File: src/core/tsc_cfg.svh
// offsets, field positions, reset values and opcodes of the supervisor call and trap unit
`ifndef TSC_CFG_SVH
`define TSC_CFG_SVH

// register byte offsets
`define TSC_REG_STATUS   8'h00
`define TSC_REG_ENABLE   8'h04
`define TSC_REG_CLEAR    8'h08
`define TSC_REG_BASE0    8'h0c
`define TSC_REG_BASE1    8'h10
`define TSC_REG_COUNT    8'h14
`define TSC_REG_TARGET   8'h18
`define TSC_ADDR_MASK    8'hfc

// event bits of status, enable and clear
`define TSC_EV_W         3
`define TSC_EV_SVC       0
`define TSC_EV_TRAP      1
`define TSC_EV_ILL       2

// reset values
`define TSC_BASE0_RST    32'h0000_0000
`define TSC_BASE1_RST    32'h0001_0000
`define TSC_ENABLE_RST   3'h0

// opcodes
`define TSC_OP_SVC       6'h11
`define TSC_OP_TRAPI     6'h02
`define TSC_OP_EXT       6'h1f
`define TSC_XO_TRAPD     10'h044

// vector offsets
`define TSC_ABS_OFFSET   13'h1fe0
`define TSC_OFF_ZEROS    5'h00

// state bit positions, little-endian index of the 32-bit state word
`define TSC_MSR_EE       15
`define TSC_MSR_PR       14
`define TSC_MSR_FE       11
`define TSC_MSR_IP       6

// bus answers and the link step
`define TSC_RESP_OKAY    2'h0
`define TSC_RESP_SLVERR  2'h2
`define TSC_LINK_STEP    32'h0000_0004

`endif

File: src/core/tsc_pkg.sv
// types shared by the supervisor call and trap unit
package tsc_pkg;

  // class of the instruction offered this cycle
  typedef enum logic [1:0] {
    K_NONE,
    K_SVC,
    K_TRAPD,
    K_TRAPI
  } tsc_kind_t;

  typedef logic [31:0] tsc_word_t;

endpackage

File: src/core/tsc_cmp_if.sv
// operand and mask bundle between the unit and its trap comparator
interface tsc_cmp_if #(
  parameter int XLEN = 64
);
  logic [XLEN-1:0] opa;
  logic [XLEN-1:0] opb;
  logic [4:0]      mask;
  logic            hit;

  modport host (
    output opa,
    output opb,
    output mask,
    input  hit
  );

  modport cmp (
    input  opa,
    input  opb,
    input  mask,
    output hit
  );
endinterface

File: src/core/tsc_trap_cmp.sv
// five-way trap condition evaluator
module tsc_trap_cmp import tsc_pkg::*; (
  // operands and mask
  tsc_cmp_if.cmp bus
);

  logic       s_lt;
  logic       s_gt;
  logic       eq;
  logic       u_lt;
  logic       u_gt;
  logic [4:0] cond;

  always_comb begin
    s_lt = $signed(bus.opa) < $signed(bus.opb);
    s_gt = $signed(bus.opa) > $signed(bus.opb);
    eq   = bus.opa == bus.opb;
    u_lt = bus.opa < bus.opb;
    u_gt = bus.opa > bus.opb;
    // mask bit n selects condition n, any selected hit traps
    cond    = {u_gt, u_lt, eq, s_gt, s_lt};
    bus.hit = |(cond & bus.mask);
  end

endmodule

File: src/core/tsc_unit.sv
// supervisor call and doubleword trap exception unit with register slave
//
// The AXI4-Lite register port and the register addresses were left to the implementer.
`include "tsc_cfg.svh"

module tsc_unit import tsc_pkg::*; #(
  parameter int XLEN      = 64,
  parameter bit WIDE_IMPL = 1'b1
) (
  // clock and reset
  input  wire logic            clk_sys,
  input  wire logic            rst,
  // register bus
  input  wire logic [7:0]      s_axi_awaddr,
  input  wire logic            s_axi_awvalid,
  output logic                 s_axi_awready,
  input  wire logic [31:0]     s_axi_wdata,
  input  wire logic [3:0]      s_axi_wstrb,
  input  wire logic            s_axi_wvalid,
  output logic                 s_axi_wready,
  output logic [1:0]           s_axi_bresp,
  output logic                 s_axi_bvalid,
  input  wire logic            s_axi_bready,
  input  wire logic [7:0]      s_axi_araddr,
  input  wire logic            s_axi_arvalid,
  output logic                 s_axi_arready,
  output logic [31:0]          s_axi_rdata,
  output logic [1:0]           s_axi_rresp,
  output logic                 s_axi_rvalid,
  input  wire logic            s_axi_rready,
  // instruction offered by the pipeline
  input  wire logic            ins_valid,
  input  wire logic [31:0]     ins_word,
  input  wire logic [31:0]     ins_addr,
  input  wire logic [31:0]     msr_in,
  input  wire logic [XLEN-1:0] opnd_a,
  input  wire logic [XLEN-1:0] opnd_b,
  // exception results
  output logic                 svc_take,
  output logic                 trap_take,
  output logic                 illegal_take,
  output logic [31:0]          fetch_target,
  output logic [31:0]          count_value,
  output logic [31:0]          msr_value,
  output logic                 link_we,
  output logic [31:0]          link_value,
  // interrupt
  output logic                 irq
);

  ////////////////////////////////////////////////////////////////////////////
  // decode

  tsc_cmp_if #(.XLEN(XLEN)) cmp_bus ();

  tsc_trap_cmp u_cmp (
    .bus (cmp_bus.cmp)
  );

  tsc_kind_t   kind;
  logic [5:0]  opcode;
  logic [9:0]  ext_op;
  logic [6:0]  level;
  logic        abs_bit;
  logic        lnk_bit;
  logic [12:0] vec_off;
  tsc_word_t   vec_base;

  tsc_word_t   base0;
  tsc_word_t   base1;

  always_comb begin
    opcode  = ins_word[31:26];
    ext_op  = ins_word[10:1];
    // level sits in bits 20-26, absolute in 30, link in 31
    level   = ins_word[11:5];
    abs_bit = ins_word[1];
    lnk_bit = ins_word[0];
    kind    = K_NONE;
    if (ins_valid) begin
      // the system call shares this opcode and lands here too
      if (opcode == `TSC_OP_SVC) begin
        kind = K_SVC;
      end else if (opcode == `TSC_OP_TRAPI) begin
        kind = K_TRAPI;
      end else if (opcode == `TSC_OP_EXT && ext_op == `TSC_XO_TRAPD) begin
        kind = K_TRAPD;
      end
    end
  end

  // spare fields in bits 16-19 and 27-29 (or the absolute data field)
  // never steer the vector; only level, absolute and the state IP bit do, though the spare bits still go into the count image
  always_comb begin
    if (abs_bit) begin
      vec_off = `TSC_ABS_OFFSET;
    end else begin
      vec_off = {1'b1, level, `TSC_OFF_ZEROS};
    end
    vec_base = msr_in[`TSC_MSR_IP] ? base1 : base0;
  end

  always_comb begin
    cmp_bus.opa  = opnd_a;
    // trap mask lives in bits 6-10, bit 6 selects signed less-than
    cmp_bus.mask = {ins_word[21], ins_word[22], ins_word[23], ins_word[24], ins_word[25]};
    if (kind == K_TRAPI) begin
      cmp_bus.opb = {{(XLEN-16){ins_word[15]}}, ins_word[15:0]};
    end else begin
      cmp_bus.opb = opnd_b;
    end
  end

  ////////////////////////////////////////////////////////////////////////////
  // exception results

  logic        next_svc_take;
  logic        next_trap_take;
  logic        next_illegal_take;
  tsc_word_t   next_fetch_target;
  tsc_word_t   next_count_value;
  tsc_word_t   next_msr_value;
  logic        next_link_we;
  tsc_word_t   next_link_value;

  always_comb begin
    next_svc_take     = 1'b0;
    next_trap_take    = 1'b0;
    next_illegal_take = 1'b0;
    next_fetch_target = fetch_target;
    next_count_value  = count_value;
    next_msr_value    = msr_value;
    next_link_we      = 1'b0;
    next_link_value   = link_value;
    unique case (kind)
      K_NONE: begin
      end
      K_SVC: begin
        next_svc_take     = 1'b1;
        next_fetch_target = vec_base + {19'h0, vec_off};
        // instruction low half on top, state low half below
        next_count_value  = {ins_word[15:0], msr_in[15:0]};
        next_msr_value    = msr_in;
        next_msr_value[`TSC_MSR_EE] = 1'b0;
        next_msr_value[`TSC_MSR_PR] = 1'b0;
        next_msr_value[`TSC_MSR_FE] = 1'b0;
        // no exception or condition field is produced here at all
        next_link_we      = lnk_bit;
        if (lnk_bit) begin
          next_link_value = ins_addr + `TSC_LINK_STEP;
        end
      end
      K_TRAPD, K_TRAPI: begin
        if (!WIDE_IMPL) begin
          next_illegal_take = 1'b1;
        end else begin
          next_trap_take = cmp_bus.hit;
        end
      end
    endcase
  end

  always_ff @(posedge clk_sys or posedge rst) begin
    if (rst) begin
      svc_take     <= 1'b0;
      trap_take    <= 1'b0;
      illegal_take <= 1'b0;
      fetch_target <= 32'h0;
      count_value  <= 32'h0;
      msr_value    <= 32'h0;
      link_we      <= 1'b0;
      link_value   <= 32'h0;
    end else begin
      svc_take     <= next_svc_take;
      trap_take    <= next_trap_take;
      illegal_take <= next_illegal_take;
      fetch_target <= next_fetch_target;
      count_value  <= next_count_value;
      msr_value    <= next_msr_value;
      link_we      <= next_link_we;
      link_value   <= next_link_value;
    end
  end

  ////////////////////////////////////////////////////////////////////////////
  // register slave and interrupt

  logic                 aw_held;
  logic [7:0]           aw_addr;
  logic                 w_held;
  tsc_word_t            w_data;
  logic [3:0]           w_strb;
  logic [`TSC_EV_W-1:0] status;
  logic [`TSC_EV_W-1:0] enable;

  logic                 next_aw_held;
  logic [7:0]           next_aw_addr;
  logic                 next_w_held;
  tsc_word_t            next_w_data;
  logic [3:0]           next_w_strb;
  logic                 next_bvalid;
  logic [1:0]           next_bresp;
  logic                 next_rvalid;
  tsc_word_t            next_rdata;
  logic [1:0]           next_rresp;
  logic [`TSC_EV_W-1:0] next_status;
  logic [`TSC_EV_W-1:0] next_enable;
  tsc_word_t            next_base0;
  tsc_word_t            next_base1;
  logic [`TSC_EV_W-1:0] events;
  logic [`TSC_EV_W-1:0] clr;
  logic [7:0]           wa;
  logic [7:0]           ra;

  function automatic tsc_word_t merge(input tsc_word_t old, input tsc_word_t nw, input logic [3:0] be);
    tsc_word_t res;
    res = old;
    for (int i = 0; i < 4; i++) begin
      if (be[i]) begin
        res[8*i +: 8] = nw[8*i +: 8];
      end
    end
    return res;
  endfunction

  assign s_axi_awready = !aw_held;
  assign s_axi_wready  = !w_held;
  assign s_axi_arready = !s_axi_rvalid;
  assign irq           = |(status & enable);

  always_comb begin
    next_aw_held = aw_held;
    next_aw_addr = aw_addr;
    next_w_held  = w_held;
    next_w_data  = w_data;
    next_w_strb  = w_strb;
    next_bvalid  = s_axi_bvalid;
    next_bresp   = s_axi_bresp;
    next_rvalid  = s_axi_rvalid;
    next_rdata   = s_axi_rdata;
    next_rresp   = s_axi_rresp;
    next_enable  = enable;
    next_base0   = base0;
    next_base1   = base1;
    clr          = '0;
    wa           = aw_addr & `TSC_ADDR_MASK;
    ra           = s_axi_araddr & `TSC_ADDR_MASK;
    events       = '0;
    events[`TSC_EV_SVC]  = next_svc_take;
    events[`TSC_EV_TRAP] = next_trap_take;
    events[`TSC_EV_ILL]  = next_illegal_take;
    if (s_axi_awvalid && !aw_held) begin
      next_aw_held = 1'b1;
      next_aw_addr = s_axi_awaddr;
    end
    if (s_axi_wvalid && !w_held) begin
      next_w_held = 1'b1;
      next_w_data = s_axi_wdata;
      next_w_strb = s_axi_wstrb;
    end
    if (s_axi_bvalid && s_axi_bready) begin
      next_bvalid = 1'b0;
    end
    if (aw_held && w_held && !s_axi_bvalid) begin
      next_aw_held = 1'b0;
      next_w_held  = 1'b0;
      next_bvalid  = 1'b1;
      next_bresp   = `TSC_RESP_OKAY;
      unique case (wa)
        `TSC_REG_ENABLE: next_enable = `TSC_EV_W'(merge({29'h0, enable}, w_data, w_strb));
        `TSC_REG_CLEAR:  clr = w_strb[0] ? w_data[`TSC_EV_W-1:0] : '0;
        `TSC_REG_BASE0:  next_base0 = merge(base0, w_data, w_strb);
        `TSC_REG_BASE1:  next_base1 = merge(base1, w_data, w_strb);
        `TSC_REG_STATUS, `TSC_REG_COUNT, `TSC_REG_TARGET: begin
        end
        default: next_bresp = `TSC_RESP_SLVERR;
      endcase
    end
    // a new event beats a clear landing in the same cycle
    next_status = (status & ~clr) | events;
    if (s_axi_rvalid && s_axi_rready) begin
      next_rvalid = 1'b0;
    end
    if (s_axi_arvalid && !s_axi_rvalid) begin
      next_rvalid = 1'b1;
      next_rresp  = `TSC_RESP_OKAY;
      unique case (ra)
        `TSC_REG_STATUS: next_rdata = {29'h0, status};
        `TSC_REG_ENABLE: next_rdata = {29'h0, enable};
        `TSC_REG_CLEAR:  next_rdata = 32'h0;
        `TSC_REG_BASE0:  next_rdata = base0;
        `TSC_REG_BASE1:  next_rdata = base1;
        `TSC_REG_COUNT:  next_rdata = count_value;
        `TSC_REG_TARGET: next_rdata = fetch_target;
        default: begin
          next_rdata = 32'h0;
          next_rresp = `TSC_RESP_SLVERR;
        end
      endcase
    end
  end

  always_ff @(posedge clk_sys or posedge rst) begin
    if (rst) begin
      aw_held      <= 1'b0;
      aw_addr      <= 8'h00;
      w_held       <= 1'b0;
      w_data       <= 32'h0;
      w_strb       <= 4'h0;
      s_axi_bvalid <= 1'b0;
      s_axi_bresp  <= 2'h0;
      s_axi_rvalid <= 1'b0;
      s_axi_rdata  <= 32'h0;
      s_axi_rresp  <= 2'h0;
      status       <= '0;
      enable       <= `TSC_ENABLE_RST;
      base0        <= `TSC_BASE0_RST;
      base1        <= `TSC_BASE1_RST;
    end else begin
      aw_held      <= next_aw_held;
      aw_addr      <= next_aw_addr;
      w_held       <= next_w_held;
      w_data       <= next_w_data;
      w_strb       <= next_w_strb;
      s_axi_bvalid <= next_bvalid;
      s_axi_bresp  <= next_bresp;
      s_axi_rvalid <= next_rvalid;
      s_axi_rdata  <= next_rdata;
      s_axi_rresp  <= next_rresp;
      status       <= next_status;
      enable       <= next_enable;
      base0        <= next_base0;
      base1        <= next_base1;
    end
  end

endmodule
File: config.mk
export PLATFORM = sky130hd
export DESIGN_NAME = tsc_unit
export DESIGN_NICKNAME = d
export VERILOG_FILES = /design/src/core/tsc_pkg.sv /design/src/core/tsc_cmp_if.sv /design/src/core/tsc_trap_cmp.sv /design/src/core/tsc_unit.sv
export VERILOG_INCLUDE_DIRS = /design/src /design/src/core
export SDC_FILE = /design/constraint.sdc
export NUM_CORES = 1
export LEC_CHECK = 0
export BUFFER_PORTS_ARGS = -buffer_cell sky130_fd_sc_hd__buf_4
export CAP_MARGIN = 40
export CORE_MARGIN = 5
export CORE_UTILIZATION = 30
export DETAILED_ROUTE_END_ITERATION = 12
export PLACE_DENSITY_LB_ADDON = 0.05
export SLEW_MARGIN = 20
export SYNTH_ARGS = -nofsm -noshare
export SYNTH_HDL_FRONTEND = slang
export SYNTH_SLANG_ARGS = --single-unit
File: constraint.sdc
create_clock -name clk_sys -period 15.31 [get_ports clk_sys]
set_input_delay 3.062 -clock clk_sys [delete_from_list [all_inputs] [get_ports clk_sys]]
set_output_delay 3.062 -clock clk_sys [all_outputs]
set_load 0.1 [all_outputs]
==> results of run 1 <==
==> critical path, stage by stage <==
cell and delay, ns:
sky130_fd_sc_hd__buf_4 0.12, sky130_fd_sc_hd__nor2_1 0.10, sky130_fd_sc_hd__nand2_1 0.06, sky130_fd_sc_hd__nor4_1 0.39, sky130_fd_sc_hd__and3_1 0.24, sky130_fd_sc_hd__buf_4 0.43
sky130_fd_sc_hd__a21oi_1 0.09, sky130_fd_sc_hd__ha_1 0.40, sky130_fd_sc_hd__nand4_1 0.17, sky130_fd_sc_hd__or4_1 0.60, sky130_fd_sc_hd__nand4b_1 0.30, sky130_fd_sc_hd__or2_2 0.38
sky130_fd_sc_hd__a211oi_1 0.25, sky130_fd_sc_hd__nor2_1 0.07, sky130_fd_sc_hd__mux2i_1 0.23, sky130_fd_sc_hd__o21ai_0 0.11
==> state kept, by name (all words and copies together), names as in the netlist, 3 cells and up <==
name / count
aw_addr: 6
base0: 32
base1: 32
count_value: 32
enable: 3
fetch_target: 32
link_value: 32
msr_value: 16
s_axi_rdata: 32
status: 3
w_data: 32
w_strb: 4
==> routing by layer <==
metal  GRT usage, %  vias up  part of all wire (%)
met5              0        -                     0
met4           5.25        0                   2.2
met3           6.49       65                   8.3
met2           33.0      355                    48
met1           24.6     5807                    41
li1               -     5800                     -
==> worst max-delay path by stage <==
stage / to / startpoint / cells after the start / slack (ns)
after floorplan: aw_addr[2] / rst / 1 / 4.95
after global placement: status[1] / ins_word[26] / 16 / 8.20
after detailed placement: status[1] / ins_word[26] / 16 / 8.15
after CTS: status[1] / ins_word[26] / 16 / 8.72
after global routing: status[1] / ins_word[26] / 16 / 8.24
final: status[1] / ins_word[26] / 16 / 8.70
==> Yosys cell counts (3+ instances only) <==
master                     number
sky130_fd_sc_hd__buf_1         13
sky130_fd_sc_hd__nand2b_1       4
sky130_fd_sc_hd__or4_1          3
sky130_fd_sc_hd__nor3_1        11
sky130_fd_sc_hd__xor2_1        28
sky130_fd_sc_hd__dfrtp_1      264
sky130_fd_sc_hd__mux2i_1       37
sky130_fd_sc_hd__nand3b_1       4
sky130_fd_sc_hd__o21ai_0       68
sky130_fd_sc_hd__ha_1          72
sky130_fd_sc_hd__nor4_1         8
sky130_fd_sc_hd__and3_1         3
sky130_fd_sc_hd__and4_1         3
sky130_fd_sc_hd__nand4_1       22
sky130_fd_sc_hd__a21o_1         8
sky130_fd_sc_hd__a31oi_1        5
sky130_fd_sc_hd__nand3_1       26
sky130_fd_sc_hd__a21boi_0       3
sky130_fd_sc_hd__nor2_1        35
sky130_fd_sc_hd__buf_4         19
sky130_fd_sc_hd__mux2_2       124
sky130_fd_sc_hd__nor2b_1        6
sky130_fd_sc_hd__a22o_1        33
sky130_fd_sc_hd__inv_1         17
sky130_fd_sc_hd__nand2_1      322
sky130_fd_sc_hd__or2_2         11
sky130_fd_sc_hd__clkbuf_1      53
sky130_fd_sc_hd__o21ai_1        3
sky130_fd_sc_hd__o311ai_0       3
sky130_fd_sc_hd__nor3b_1        6
sky130_fd_sc_hd__xnor2_1       28
sky130_fd_sc_hd__a222oi_1      33
sky130_fd_sc_hd__or3_1          3
sky130_fd_sc_hd__o21bai_1       3
sky130_fd_sc_hd__a21oi_1       84
sky130_fd_sc_hd__a211oi_1       4
==> area by class of cell <==
class,count,share of cell area (%)
inverter,18,0.392
tap,607,3.96
clock buffer,49,5.05
antenna,2,0.0261
clock inverter,12,0.646
multi-input combinational,1034,37.0
sequential,265,34.6
timing repair buffer,462,18.3
==> kinds of logic (layout without fill, tap and decap cells) <==
logic type                 after synthesis  in the layout
DFF                                    265            265
AOI/OAI and AO/OA                      260            260
adders and majority gates               73             73
other                                    1              8
and+or+nand+nor                        477            477
muxes                                  162            162
buffers and inverters                  105            541
xor gates and xnor gates                56             56
==> layout by cell type (no fill, tap or decap), types with 6 or more instances in the layout <==
| cell | synthesis | routed |
|---|---|---|
| sky130_fd_sc_hd__a21o_1 | 8 | 8 |
| sky130_fd_sc_hd__a21oi_1 | 84 | 84 |
| sky130_fd_sc_hd__a222oi_1 | 33 | 33 |
| sky130_fd_sc_hd__a22o_1 | 33 | 33 |
| sky130_fd_sc_hd__buf_4 | 19 | 458 |
| sky130_fd_sc_hd__clkbuf_1 | 53 | 10 |
| sky130_fd_sc_hd__clkbuf_16 | 0 | 35 |
| sky130_fd_sc_hd__clkinv_2 | 0 | 6 |
| sky130_fd_sc_hd__conb_1 | 1 | 6 |
| sky130_fd_sc_hd__dfrtp_1 | 264 | 264 |
| sky130_fd_sc_hd__ha_1 | 72 | 72 |
| sky130_fd_sc_hd__inv_1 | 17 | 16 |
| sky130_fd_sc_hd__mux2_2 | 124 | 124 |
| sky130_fd_sc_hd__mux2i_1 | 37 | 37 |
| sky130_fd_sc_hd__nand2_1 | 322 | 319 |
| sky130_fd_sc_hd__nand3_1 | 26 | 26 |
| sky130_fd_sc_hd__nand4_1 | 22 | 22 |
| sky130_fd_sc_hd__nor2_1 | 35 | 35 |
| sky130_fd_sc_hd__nor3_1 | 11 | 10 |
| sky130_fd_sc_hd__nor4_1 | 8 | 8 |
| sky130_fd_sc_hd__o21ai_0 | 68 | 68 |
| sky130_fd_sc_hd__or2_2 | 11 | 11 |
| sky130_fd_sc_hd__xnor2_1 | 28 | 28 |
| sky130_fd_sc_hd__xor2_1 | 28 | 28 |
==> power by group <==
group / internal (mW) / leakage, nW / switching, mW
Combinational: 0.340 / 5.54 / 0.639
Sequential: 0.877 / 3.52 / 0.150
Clock: 0.476 / 0.537 / 0.324
Total: 1.69 / 9.60 / 1.11
==> flow_results.org, run 1 <==
** Outcome
- The flow ran to the end, and the final reports show no timing, DRC or antenna violations.

** Worst setup path
- Arrival time at the worst endpoint :: approximately 7 ns
- CP Max Fanout :: 49
- Setup slack on the worst reg-to-reg path comes out at between 10 and 15 ns.
- Crit. End Element :: flop
- The endpoint identified for the worst register-to-register timing path is fetch_target[20].
- The worst setup path is of the in -> reg kind.
- Critical Path Start Type :: input pin
- Required time at the endpoint of the critical path :: 15.73 ns
- Number of cells traversed by the worst register-to-register path :: 10
- The startpoint identified for the worst register-to-register timing path is base1[6].

** Clocking
- In this run the post-CTS setup repair buffer count came out at 0.
- The number of hold buffers added after CTS was 0.
- The root buffer cell chosen for the clock tree is sky130_fd_sc_hd__clkbuf_16.
- The H-tree generated during clock tree synthesis spans 2 levels.
- The longest clock path from root to sink contains 3 buffers.
- Worst-skew pair later-pin latency :: around 0.54 ns
- Clock slew at the register clock pins of the worst setup and hold paths :: ~0.050 ns
- Post-cts sizing count :: 0
- TritonCTS built the clock tree.
- Total clock buffers created by CTS :: 35
- Number of clock sinks seen by CTS :: approximately 270

** STA
- Highest clock rate :: roughly 150 MHz
- In this run the tightest slew margin relative to its limit is a little over a third.
- Setup total negative slack on the finished layout was measured at 0 ns.
- Setup repair after global routing missed its margin :: false
- Counting I/O delays and the setup requirement, the final critical path takes 6.61 ns.
- Once routing completed, OpenROAD measured the worst setup slack at just under 9 ns.
- For the pin with the worst max-slew slack, the measured transition is a little under 1 ns.
- Hold Worst Slack :: approximately 0.48 ns
- Fraction of the cycle the final worst path needs :: ~43%
- Final setup violation count :: 0
- The count of endpoints failing hold in the final timing report is 0.
- Setup clock skew after layout :: 0.0187 ns
- Max-slew violation count :: 0

** Final layout
- Share of final-layout standard cells stronger than drive strength 1 :: 36.3%
- The filler cells instantiated in the layout total between 4000 and 5000.
- Combined area of the multi-input logic cells :: roughly 7000 µm²
- Final instance area :: 19200 µm²
- Fin cells :: 2449
- From synthesis to final layout, the design area changed by 35.5%.
- Measured on the finished design, the core utilization comes to approximately 41%.
- Sequential Area :: between 6000 and 7000 µm²
- Post-layout net count :: between 2000 and 2500

** Routing
- Summed over all layers, the routed wires come to 52400 µm.
- Number of search-and-repair iterations in the first detailed-routing pass :: 8
- After detailed routing, the number of vias per cell comes to 4.91.
- Number of design-rule violations left by the first detailed-router iteration :: approximately 650
- Residual DRC :: 0
- In this run the remaining antenna-violating nets after routing total 0.
- The final route contains about 12000 vias.
- Routed wirelength normalized by instance count :: ~21 µm

** Synth
- Summing every instance area after synthesis gives between 10000 and 15000 µm².
- The synthesized design contains 265 register bits.
- Portion of the post-synthesis area used by sequential elements :: 46.9%
- The largest total area in the synthesized netlist belongs to sky130_fd_sc_hd__dfrtp_1.
- Multiplexer cells account for 12.6% of the synthesized area.
- For this run, the number of Yosys warnings is 0.
- Dominant combinational cell family by area after synthesis :: simple AND/OR/NAND/NOR gates
- Xor-xnor portion of the synthesized cell area :: under 10%
- The synthesized design contains 0 enable-type register cells.
- In this run the mean area of a mapped cell was around 10 µm².
- Leading cell types by total area after synthesis :: sky130_fd_sc_hd__dfrtp_1 47%, sky130_fd_sc_hd__mux2_2 9.9%, sky130_fd_sc_hd__nand2_1 8.5%
- Adder and majority gate portion of the synthesized area :: between 6 and 7%
- In the synthesized netlist the dominant register cell turns out to be sky130_fd_sc_hd__dfrtp_1.
- Synthesized netlist cell count :: 1399
- The synthesized netlist contains 59 unique library cells.
- Async set-or-reset flop fraction in the synthesized netlist :: 100%
- Fraction of post-synthesis cell area in the top cell type by area :: 46.7%
- Synth Area in Simple Gates :: roughly 15%
- The synthesized netlist devotes 12.2% of its cell area to compound gates.

** Flow run
- The tool flagged a number of max-cap violations equal to 0.

** Placed design
- Post-detailed-placement half-perimeter wirelength :: 39000 µm
- Before CTS, the worst setup slack after placement is 8.15 ns.
- In this run the tool buffered the top-level ports with 442 buffer cells.
- At the end of routability-driven placement, the weighted congestion stood at 0.835.
- Summing all placed instances gives a cell area of approximately 18000 µm².
- After detailed placement, the design holds a cell count of between 2000 and 2500.

** Global routing
- Remaining global-route overflow :: 0
- Largest net degree at the start of global routing :: 154
- Number of antenna violations at the first check in global routing :: 3
- Via count of the first global-routing pass :: about 12000
- Wire length of the first global-routing pass :: between 70000 and 80000 µm
- In the global route stage, overall resource usage came out at roughly 20%.

** Power
- Leakage power :: 9.60 nW
- Overall power consumption after layout is estimated at ~2.8 mW.
- The worst-case IR drop observed on VDD is slightly below 0.00009 V.
- Power per cell area :: 146 nW/µm²

** Hold path
- Source of the worst hold timing path :: msr_value[20]
- Hold Path Depth :: 2
- The worst hold path terminates at msr_value[20].
- The path class of the tightest hold or removal check is reg -> reg.

** Floorplanning
- Overall die width :: between 200 and 250 µm
- Top-level I/O count :: about 460
- Core area :: around 47000 µm²
- The initial utilization of the core area, before any placement, comes to a little under a third.
- Area enclosed by the die boundary :: a little over 50000 µm²
- The floorplan step set the die height to between 200 and 250 µm.
- Row cnt :: just under 80
Note: power is estimated with default switching activity, not from simulation.
==> run 2: changes to the inputs <==
--- a/config.mk
+++ b/config.mk
@@ -6,6 +6,7 @@
 export SDC_FILE = /design/constraint.sdc
 export NUM_CORES = 1
 export LEC_CHECK = 0
+export ABC_AREA = 1
 export BUFFER_PORTS_ARGS = -buffer_cell sky130_fd_sc_hd__buf_4
 export CAP_MARGIN = 40
 export CORE_MARGIN = 5
==> constraint.sdc (replaced) <==
create_clock -name clk_sys -period 6.3 [get_ports clk_sys]
set_input_delay 1.26 -clock clk_sys [delete_from_list [all_inputs] [get_ports clk_sys]]
set_output_delay 1.26 -clock clk_sys [all_outputs]
set_load 0.1 [all_outputs]
==> flow_results.org, run 2 <==
** Synth
- Count of flip-flops with a built-in enable after synthesis :: 0
- Of all cell types, the one taking the most synthesized area is sky130_fd_sc_hd__dfrtp_1.
- Cell area after synthesis :: between 10000 and 15000 µm²
- The most common cell in the synthesized netlist is sky130_fd_sc_hd__nand2_1.
- Synthesis inferred ~270 register bits.
- Top cells by count, synth :: 527 x sky130_fd_sc_hd__nand2_1, 264 x sky130_fd_sc_hd__dfrtp_1, 216 x sky130_fd_sc_hd__o21ai_0, 202 x sky130_fd_sc_hd__inv_1, 142 x sky130_fd_sc_hd__a21oi_1
- Async set-or-reset flop fraction in the synthesized netlist :: 100%
- In the synthesized netlist, the number of instances is 1902.
- In this run the mean area of a mapped cell was around 7.7 µm².
- For this run, the leading register cell type out of synthesis is sky130_fd_sc_hd__dfrtp_1.
- Leading cell types by total area after synthesis :: sky130_fd_sc_hd__dfrtp_1 45%, sky130_fd_sc_hd__nand2_1 13%, sky130_fd_sc_hd__o21ai_0 7.4%
- In this run the biggest area consumer among cell types represents between 40% and 50% of the synthesized area.
- Portion of the post-synthesis area used by sequential elements :: between 40% and 50%
- Yosys printed 0 warnings.
- Number of distinct library cell variants in the gate-level netlist after synthesis :: 53

** Floorplanning
- Overall die width :: 231 µm
- Row cnt :: approximately 80
- Area enclosed by the die boundary :: around 53000 µm²
- Core area :: around 49000 µm²
- The initial utilization of the core area, before any placement, comes to 30.2%.
- Die H :: about 230 µm
- Top-level I/O count :: 458

** Power
- In this run the power density over the cells is around 340 nW/µm².
- Switching share of power :: a little over two fifths
- For this design the total switching power over the nets is just under 3 mW.
- Sequential cell fraction of total power :: roughly 34%
- Cell internal pwr :: around 4 mW
- The share of total power dissipated in combinational logic is ~37%.
- Leakage power :: 10.2 nW
- Maximum resistive drop on vdd :: between 0.00015 and 0.0002 V
- Fraction of power consumed by the clock network :: between 20% and 30%

** Routing
- Antenna violation net count after detailed routing :: 0
- Drt via density :: 4.70
- The pre-antenna-repair detailed-routing pass consisted of 5 iterations.
- Via count :: between 10000 and 15000
- Routed wirelength normalized by instance count :: between 15 and 20 µm
- After detailed routing, the number of remaining DRC violations is 0.
- The first routing iteration left 780 violations.
- Post-detailed-routing wire length :: 55700 µm

** STA
- The count of endpoints failing hold in the final timing report came to 0.
- Fraction of the cycle the final worst path needs :: approximately two thirds
- Measured slew at the worst slew-check pin :: about 0.83 ns
- Setup repair after global routing left no endpoint under its margin.
- Max-slew violation count :: 0
- The smallest clock period supported by the final layout is computed as 4.10 ns.
- Summed over all failing endpoints, the final setup total negative slack is 0 ns.
- Between clock sinks in the finished design, the worst skew comes to between 0.02 and 0.025 ns.
- Final setup violation count :: 0
- For this run, the top clock speed supported by timing is between 200 and 250 MHz.
- Normalized max-slew margin :: between 40% and 50%
- Setup slack closes at roughly 2.2 ns.

** Placed design
- Number of port buffers :: around 440
- Final weighted congestion in routability-driven placement :: 0.828
- Post-detailed-placement half-perimeter wirelength :: 41800 µm
- At the placement stage, the worst setup path has a slack of 1.61 ns.

** Outcome
- Outcome :: completed

** Clocking
- CTS root buf :: sky130_fd_sc_hd__clkbuf_16
- In this run the number of H-tree levels came out at 2.
- Post-CTS repair changed the size of 0 cells.
- The clock passes through at most 3 buffers.
- Total clock buffers created by CTS :: 35
- CTS saw 265 sinks.
- Count of buffers added by post-CTS timing repair for setup :: 0
- Clock slew at the register clock pins of the worst setup and hold paths :: ~0.060 ns
- Number of buffers added to fix hold violations after cts :: 0
- Clock tree from TritonCTS :: done
- Worst-skew pair later-pin latency :: 0.54 ns

** Final layout
- Post-layout net count :: ~2700
- Commonest cells after routing, fill and taps aside :: 525 x sky130_fd_sc_hd__nand2_1, 457 x sky130_fd_sc_hd__buf_4, 264 x sky130_fd_sc_hd__dfrtp_1
- In the final layout, the share of cells above drive strength 1 is 23.8%.
- The repair_antennas step left the layout with diodes totalling 0.
- Syn-to-layout area delta :: 34.7%
- Leaving out fill and tap cells, the most frequent cell in the layout is sky130_fd_sc_hd__nand2_1.

** Global routing
- The via count of the first global-routing pass came to ~14000.
- Entering global routing, the biggest net connects approximately 140 pins.
- For this run the aggregate overflow at the end of global routing stands at 0.
- The first global-routing pass estimated 85300 µm of wire.
- The initial antenna violation count came to 0.
- Global routing consumed, over all layers together, ~20% of the routing resources.

** Worst setup path
- Kind of critical path :: in -> reg
- CP Max Fanout :: 32
- Required time at the endpoint of the critical path :: 6.73 ns
- Data arrives at the worst endpoint at approximately 4.5 ns.
- Crit. End Element :: flop
- Critical Path Start Type :: input pin

** Flow run
- Max-capacitance violation count :: 0

** Hold path
- The worst hold path belongs to the class reg -> reg.
[run 2: cell count changes in the layout (fill, tap and decap cells not counted), sizes merged, moves of 19 or more]
cell    before  now
xnor2       28    9
nor2        35  146
mux2i       37    5
mux2       125    3
a21oi       84  142
o21ai       71  239
o22ai        0   20
nand2      322  531
a222oi      33    0
inv         21  208
nand3       26   56
a22o        33    0
[run 2: layout make-up]
| type | count | area [µm²] |
|---|---|---|
| inverters | 209 | 791 |
| fillers | 5080 | 28900 |
| multi-input cells | 1338 | 6850 |
| well taps | 622 | 778 |
| clock inverters | 6 | 95.1 |
| flip-flops and latches | 265 | 6630 |
| repair buffers | 464 | 3570 |
| clock buffers | 55 | 1060 |
[run 2: metal layers]
metal	track usage [%]	share of wire, %
met2	34.5	49
met1	27.8	45
met3	3.38	4.1
met5	0	0
met4	4.20	1.7
[run 2: critical path: stages]
cell                      delay, ns
sky130_fd_sc_hd__buf_4         0.11
sky130_fd_sc_hd__inv_1         0.06
sky130_fd_sc_hd__nand2_1       0.07
sky130_fd_sc_hd__nor3_1        0.17
sky130_fd_sc_hd__nand2_2       0.10
sky130_fd_sc_hd__nor2_4        0.40
sky130_fd_sc_hd__buf_4         0.42
sky130_fd_sc_hd__a21oi_1       0.09
sky130_fd_sc_hd__ha_1          0.32
sky130_fd_sc_hd__nand2_1       0.07
sky130_fd_sc_hd__nor2_1        0.13
sky130_fd_sc_hd__nor3b_1       0.28
sky130_fd_sc_hd__nand3_1       0.11
sky130_fd_sc_hd__inv_1         0.11
sky130_fd_sc_hd__nand2_1       0.06
sky130_fd_sc_hd__nand2_1       0.05
sky130_fd_sc_hd__nand2_1       0.11
sky130_fd_sc_hd__nand2_1       0.11
sky130_fd_sc_hd__nand2_1       0.06
sky130_fd_sc_hd__nand3_1       0.06
sky130_fd_sc_hd__nand3_1       0.11
sky130_fd_sc_hd__nand2_1       0.17
sky130_fd_sc_hd__nand2_1       0.07
[run 2: kinds of logic (layout without fill, tap and decap cells)]
group	Yosys count	in the layout	share of synthesized area (%)
AO/OA/AOI/OAI	435	435	15.6
XOR/XNOR	25	25	1.54
adder cells (fa/ha/maj)	73	73	6.27
buffers and inverters	304	734	8.38
flip-flops	265	265	45.2
multiplexers	8	8	0.571
other	1	6	0.0255
AND/OR/NAND/NOR	791	791	22.4
[run 2: stage by stage]
stage	power [mW]	hold slack, ns	cell area [µm²]	utilization (%)	std cells
detailed placement	4.85	0.459	18600	38.3	2897
global route	7.19	0.483	19800	40.7	2959
CTS	6.91	0.474	19800	40.6	2958
floorplan	4.14	0.453	14700	-	1907
finish	6.81	0.471	19800	40.7	2959
global placement	4.81	0.460	18500	38.1	2892
[run 2: final timing paths]
kind | start | endpoint | slack [ns] | cells after the start
worst max-delay path | ins_word[26] | status[1] | 2.20 | 23
worst min-delay path | link_value[3] | link_value[3] | 0.47 | 2
worst max register to register | base1[5] | fetch_target[15] | 3.59 | 14
worst min register to register | link_value[3] | link_value[3] | 0.47 | 2
max in group asynchronous | rst | base1[29] | 4.18 | 4
min in group asynchronous | rst | count_value[13] | 0.86 | 3
[run 2: power groups by stage]
| stage | logic (mW) | registers, mW | clock network [mW] |
|---|---|---|---|
| after floorplan | 0.970 | 3.17 | 0 |
| after CTS | 2.54 | 2.28 | 2.08 |
| after detailed placement | 2.53 | 2.31 | 0 |
| after global routing | 2.71 | 2.33 | 2.15 |
| final | 2.51 | 2.29 | 2.01 |
| after global placement | 2.51 | 2.30 | 0 |
==> run 3: changes to the inputs <==
==> constraint.sdc (replaced) <==
create_clock -name clk_sys -period 3.4 [get_ports clk_sys]
set_input_delay 0.68 -clock clk_sys [delete_from_list [all_inputs] [get_ports clk_sys]]
set_output_delay 0.68 -clock clk_sys [all_outputs]
set_load 0.1 [all_outputs]
==> flow_results.org, run 3 (synthesis results as in run 2) <==
** Outcome
- Outcome :: completed

** STA
- For the final routed database, the setup TNS stands at 0 ns.
- Setup ws final :: approximately 0.31 ns
- Setup repair after global routing left no endpoint under its margin.
- Across the routed clock network, the largest skew measured is ~0.019 ns.
- Hold timing on the final database bottoms out at a slack of around 0.21 ns.
- At the pin with the least slew margin, the transition time is ~0.76 ns.
- The max-slew violation total from the final report was 0.
- Measured against its own limit, the worst slew margin works out to slightly below 50%.
- Fraction of the cycle the final worst path needs :: about nine tenths
- Timing would allow up to 324 MHz.
- Min Clock Period, post-route :: between 3 and 4 ns
- The count of endpoints failing hold in the final timing report is 0.
- Final setup violation count :: 0

** Routing
- Summed over all nets, wire length on met2 after detailed routing comes to 27900 µm.
- After detailed routing, the number of vias per cell comes to roughly 4.7.
- After detailed routing, the average wire length per cell comes to around 19 µm.
- Number of search-and-repair iterations in the first detailed-routing pass :: 4
- Routed met3 length :: roughly 2500 µm
- For this block, the routed nets add up to approximately 56000 µm of wire.
- After detailed routing, the number of remaining DRC violations is 0.
- Number of design-rule violations left by the first detailed-router iteration :: around 700
- Via count :: 14108
- Antenna violation net count after detailed routing :: 0
- The detailed router used layers up to and including met4.
- Routed metal-1 wire length :: between 20000 and 25000 µm

** Global routing
- The first global-routing pass estimated 84500 µm of wire.
- For this run, the total global-route usage over all layers was measured as 20.4%.
- Remaining global-route overflow :: 0
- Via count of the first global-routing pass :: 14023
- Entering global routing, the biggest net connects 56 pins.
- Number of antenna violations at the first check in global routing :: 4

** Worst setup path
- The worst setup path is launched from an input pin.
- Required time at the endpoint of the critical path :: roughly 3.8 ns
- The worst register-to-register path begins at base0[8].
- CP Max Fanout :: 16
- For the worst flop-to-flop path, the logic depth is 14.
- Worst-case register-to-register setup slack :: between 0.7 and 0.8 ns
- STA classifies the critical path endpoint as a flop.
- The endpoint identified for the worst register-to-register timing path is fetch_target[31].
- Arrival time at the worst endpoint :: between 3 and 4 ns
- Kind of critical path :: in -> reg

** Final layout
- Sequential Area :: 6630 µm²
- Commonest cells after routing, fill and taps aside :: 525 x sky130_fd_sc_hd__nand2_1, 491 x sky130_fd_sc_hd__buf_4, 264 x sky130_fd_sc_hd__dfrtp_1
- After filler insertion, the fill cell instance count of the layout stands at 5116.
- Leaving out fill and tap cells, the most frequent cell in the layout is sky130_fd_sc_hd__nand2_1.
- Share of final-layout standard cells stronger than drive strength 1 :: 25.3%
- From synthesis to final layout, the design area changed by 38.2%.
- Final instance area :: between 20000 and 25000 µm²
- Post-route core utilization :: 41.7%
- Combined area of the multi-input logic cells :: roughly 6900 µm²
- Fin cells :: ~3000
- Post-layout net count :: between 2000 and 3000

** Clocking
- Count of buffers added by post-CTS timing repair for setup :: 0
- Buffer depth of the longest clock path :: 3
- After clock tree synthesis, the repair step resized 0 gates.
- TritonCTS created 35 clock buffers.
- For this design, the sink count on the clock tree is 265.
- Number of buffers added to fix hold violations after cts :: 0
- Clock tree from TritonCTS :: done
- Depth of the CTS H-tree :: 2
- After clock tree synthesis, the clock-pin slew on the worst setup and hold paths is about 0.05 ns.
- Clock tree synthesis selected as its root buffer the cell sky130_fd_sc_hd__clkbuf_16.
- Worst-skew pair later-pin latency :: 0.53 ns

** Hold path
- In this run the worst hold path is classified as in -> async.

** Power
- Dividing total power by cell area gives a power density of around 640 nW/µm².
- Maximum resistive drop on vdd :: 0.000372 V
- Pwr Total :: ~13 mW
- Summed over all cells, the static leakage comes to between 10 and 15 nW.

** Floorplanning
- Area enclosed by the die boundary :: 53500 µm²
- The initial utilization of the core area, before any placement, comes to between 30% and 40%.
- Core area :: around 49000 µm²
- Row cnt :: 81
- Overall die width :: approximately 230 µm
- between 400 and 500 I/O pins were placed.
- Die H :: ~230 µm

** Placed design
- Counting tap cells, the placed design contains a total of slightly below 3000 instances.
- Pre-CTS worst setup slack :: -0.279 ns
- Input and output buffers added on the ports amount to 442.
- After detailed placement, the total cell area comes to about 19000 µm².
- Routability-driven placement finished with a final weighted congestion of 0.856.
- The HPWL after detailed placement is 43600 µm.

** Flow run
- Max-capacitance violation count :: 0
[run 3: cell types whose count changed in the layout (fill, tap and decap cells not counted), sizes merged]
cell	delta
clkbuf	-10
inv	-1
clkinv	+6
buf	+43
bufinv	+5
diode	+4
[run 3: worst max-delay path by stage]
stage	from	end	slack (ns)	depth (start not counted)
after floorplan	rst	aw_addr[2]	-0.78	1
after global placement	ins_word[28]	status[1]	-0.24	23
after detailed placement	ins_word[28]	status[1]	-0.28	23
after CTS	ins_word[28]	status[1]	0.29	23
after global routing	ins_word[28]	status[1]	0.04	22
final	ins_word[28]	status[1]	0.31	23
[run 3: critical path, cell delays in order]
cell,delay [ns]
sky130_fd_sc_hd__buf_4,0.11
sky130_fd_sc_hd__nor2_1,0.12
sky130_fd_sc_hd__inv_1,0.07
sky130_fd_sc_hd__nor2_1,0.16
sky130_fd_sc_hd__nand2_2,0.12
sky130_fd_sc_hd__nor2_4,0.12
sky130_fd_sc_hd__buf_12,0.16
sky130_fd_sc_hd__buf_12,0.15
sky130_fd_sc_hd__a21oi_1,0.05
sky130_fd_sc_hd__ha_1,0.30
sky130_fd_sc_hd__nand2_1,0.06
sky130_fd_sc_hd__nor2_1,0.14
sky130_fd_sc_hd__and2_1,0.17
sky130_fd_sc_hd__nand3_1,0.10
sky130_fd_sc_hd__nor2_1,0.14
sky130_fd_sc_hd__buf_4,0.13
sky130_fd_sc_hd__nand2_1,0.11
sky130_fd_sc_hd__nand3_1,0.10
sky130_fd_sc_hd__nand2_1,0.05
sky130_fd_sc_hd__nor2_1,0.08
sky130_fd_sc_hd__nand3_1,0.11
sky130_fd_sc_hd__nand2_1,0.18
sky130_fd_sc_hd__nand2_1,0.08
[run 3: layer usage]
layer,vias up,global-route usage [%]
met5,-,0
met4,0,5.44
met3,61,3.59
met2,302,35.5
met1,6671,26.3
li1,7074,-
[run 3: layout make-up]
cell class | instances | area share, %
inverters | 209 | 3.90
diodes | 4 | 0.0493
clock inverters | 16 | 1.26
clock buffers | 45 | 4.81
repair buffers | 507 | 19.7
flip-flops and latches | 265 | 32.7
well taps | 622 | 3.83
multi-input cells | 1338 | 33.8
[run 3: report_power, final]
| group | internal (mW) | switching, mW | leakage (nW) |
|---|---|---|---|
| Combinational | 1.19 | 3.54 | 6.53 |
| Sequential | 3.83 | 0.406 | 3.35 |
| Clock | 2.55 | 1.44 | 0.612 |
| Total | 7.57 | 5.38 | 10.5 |
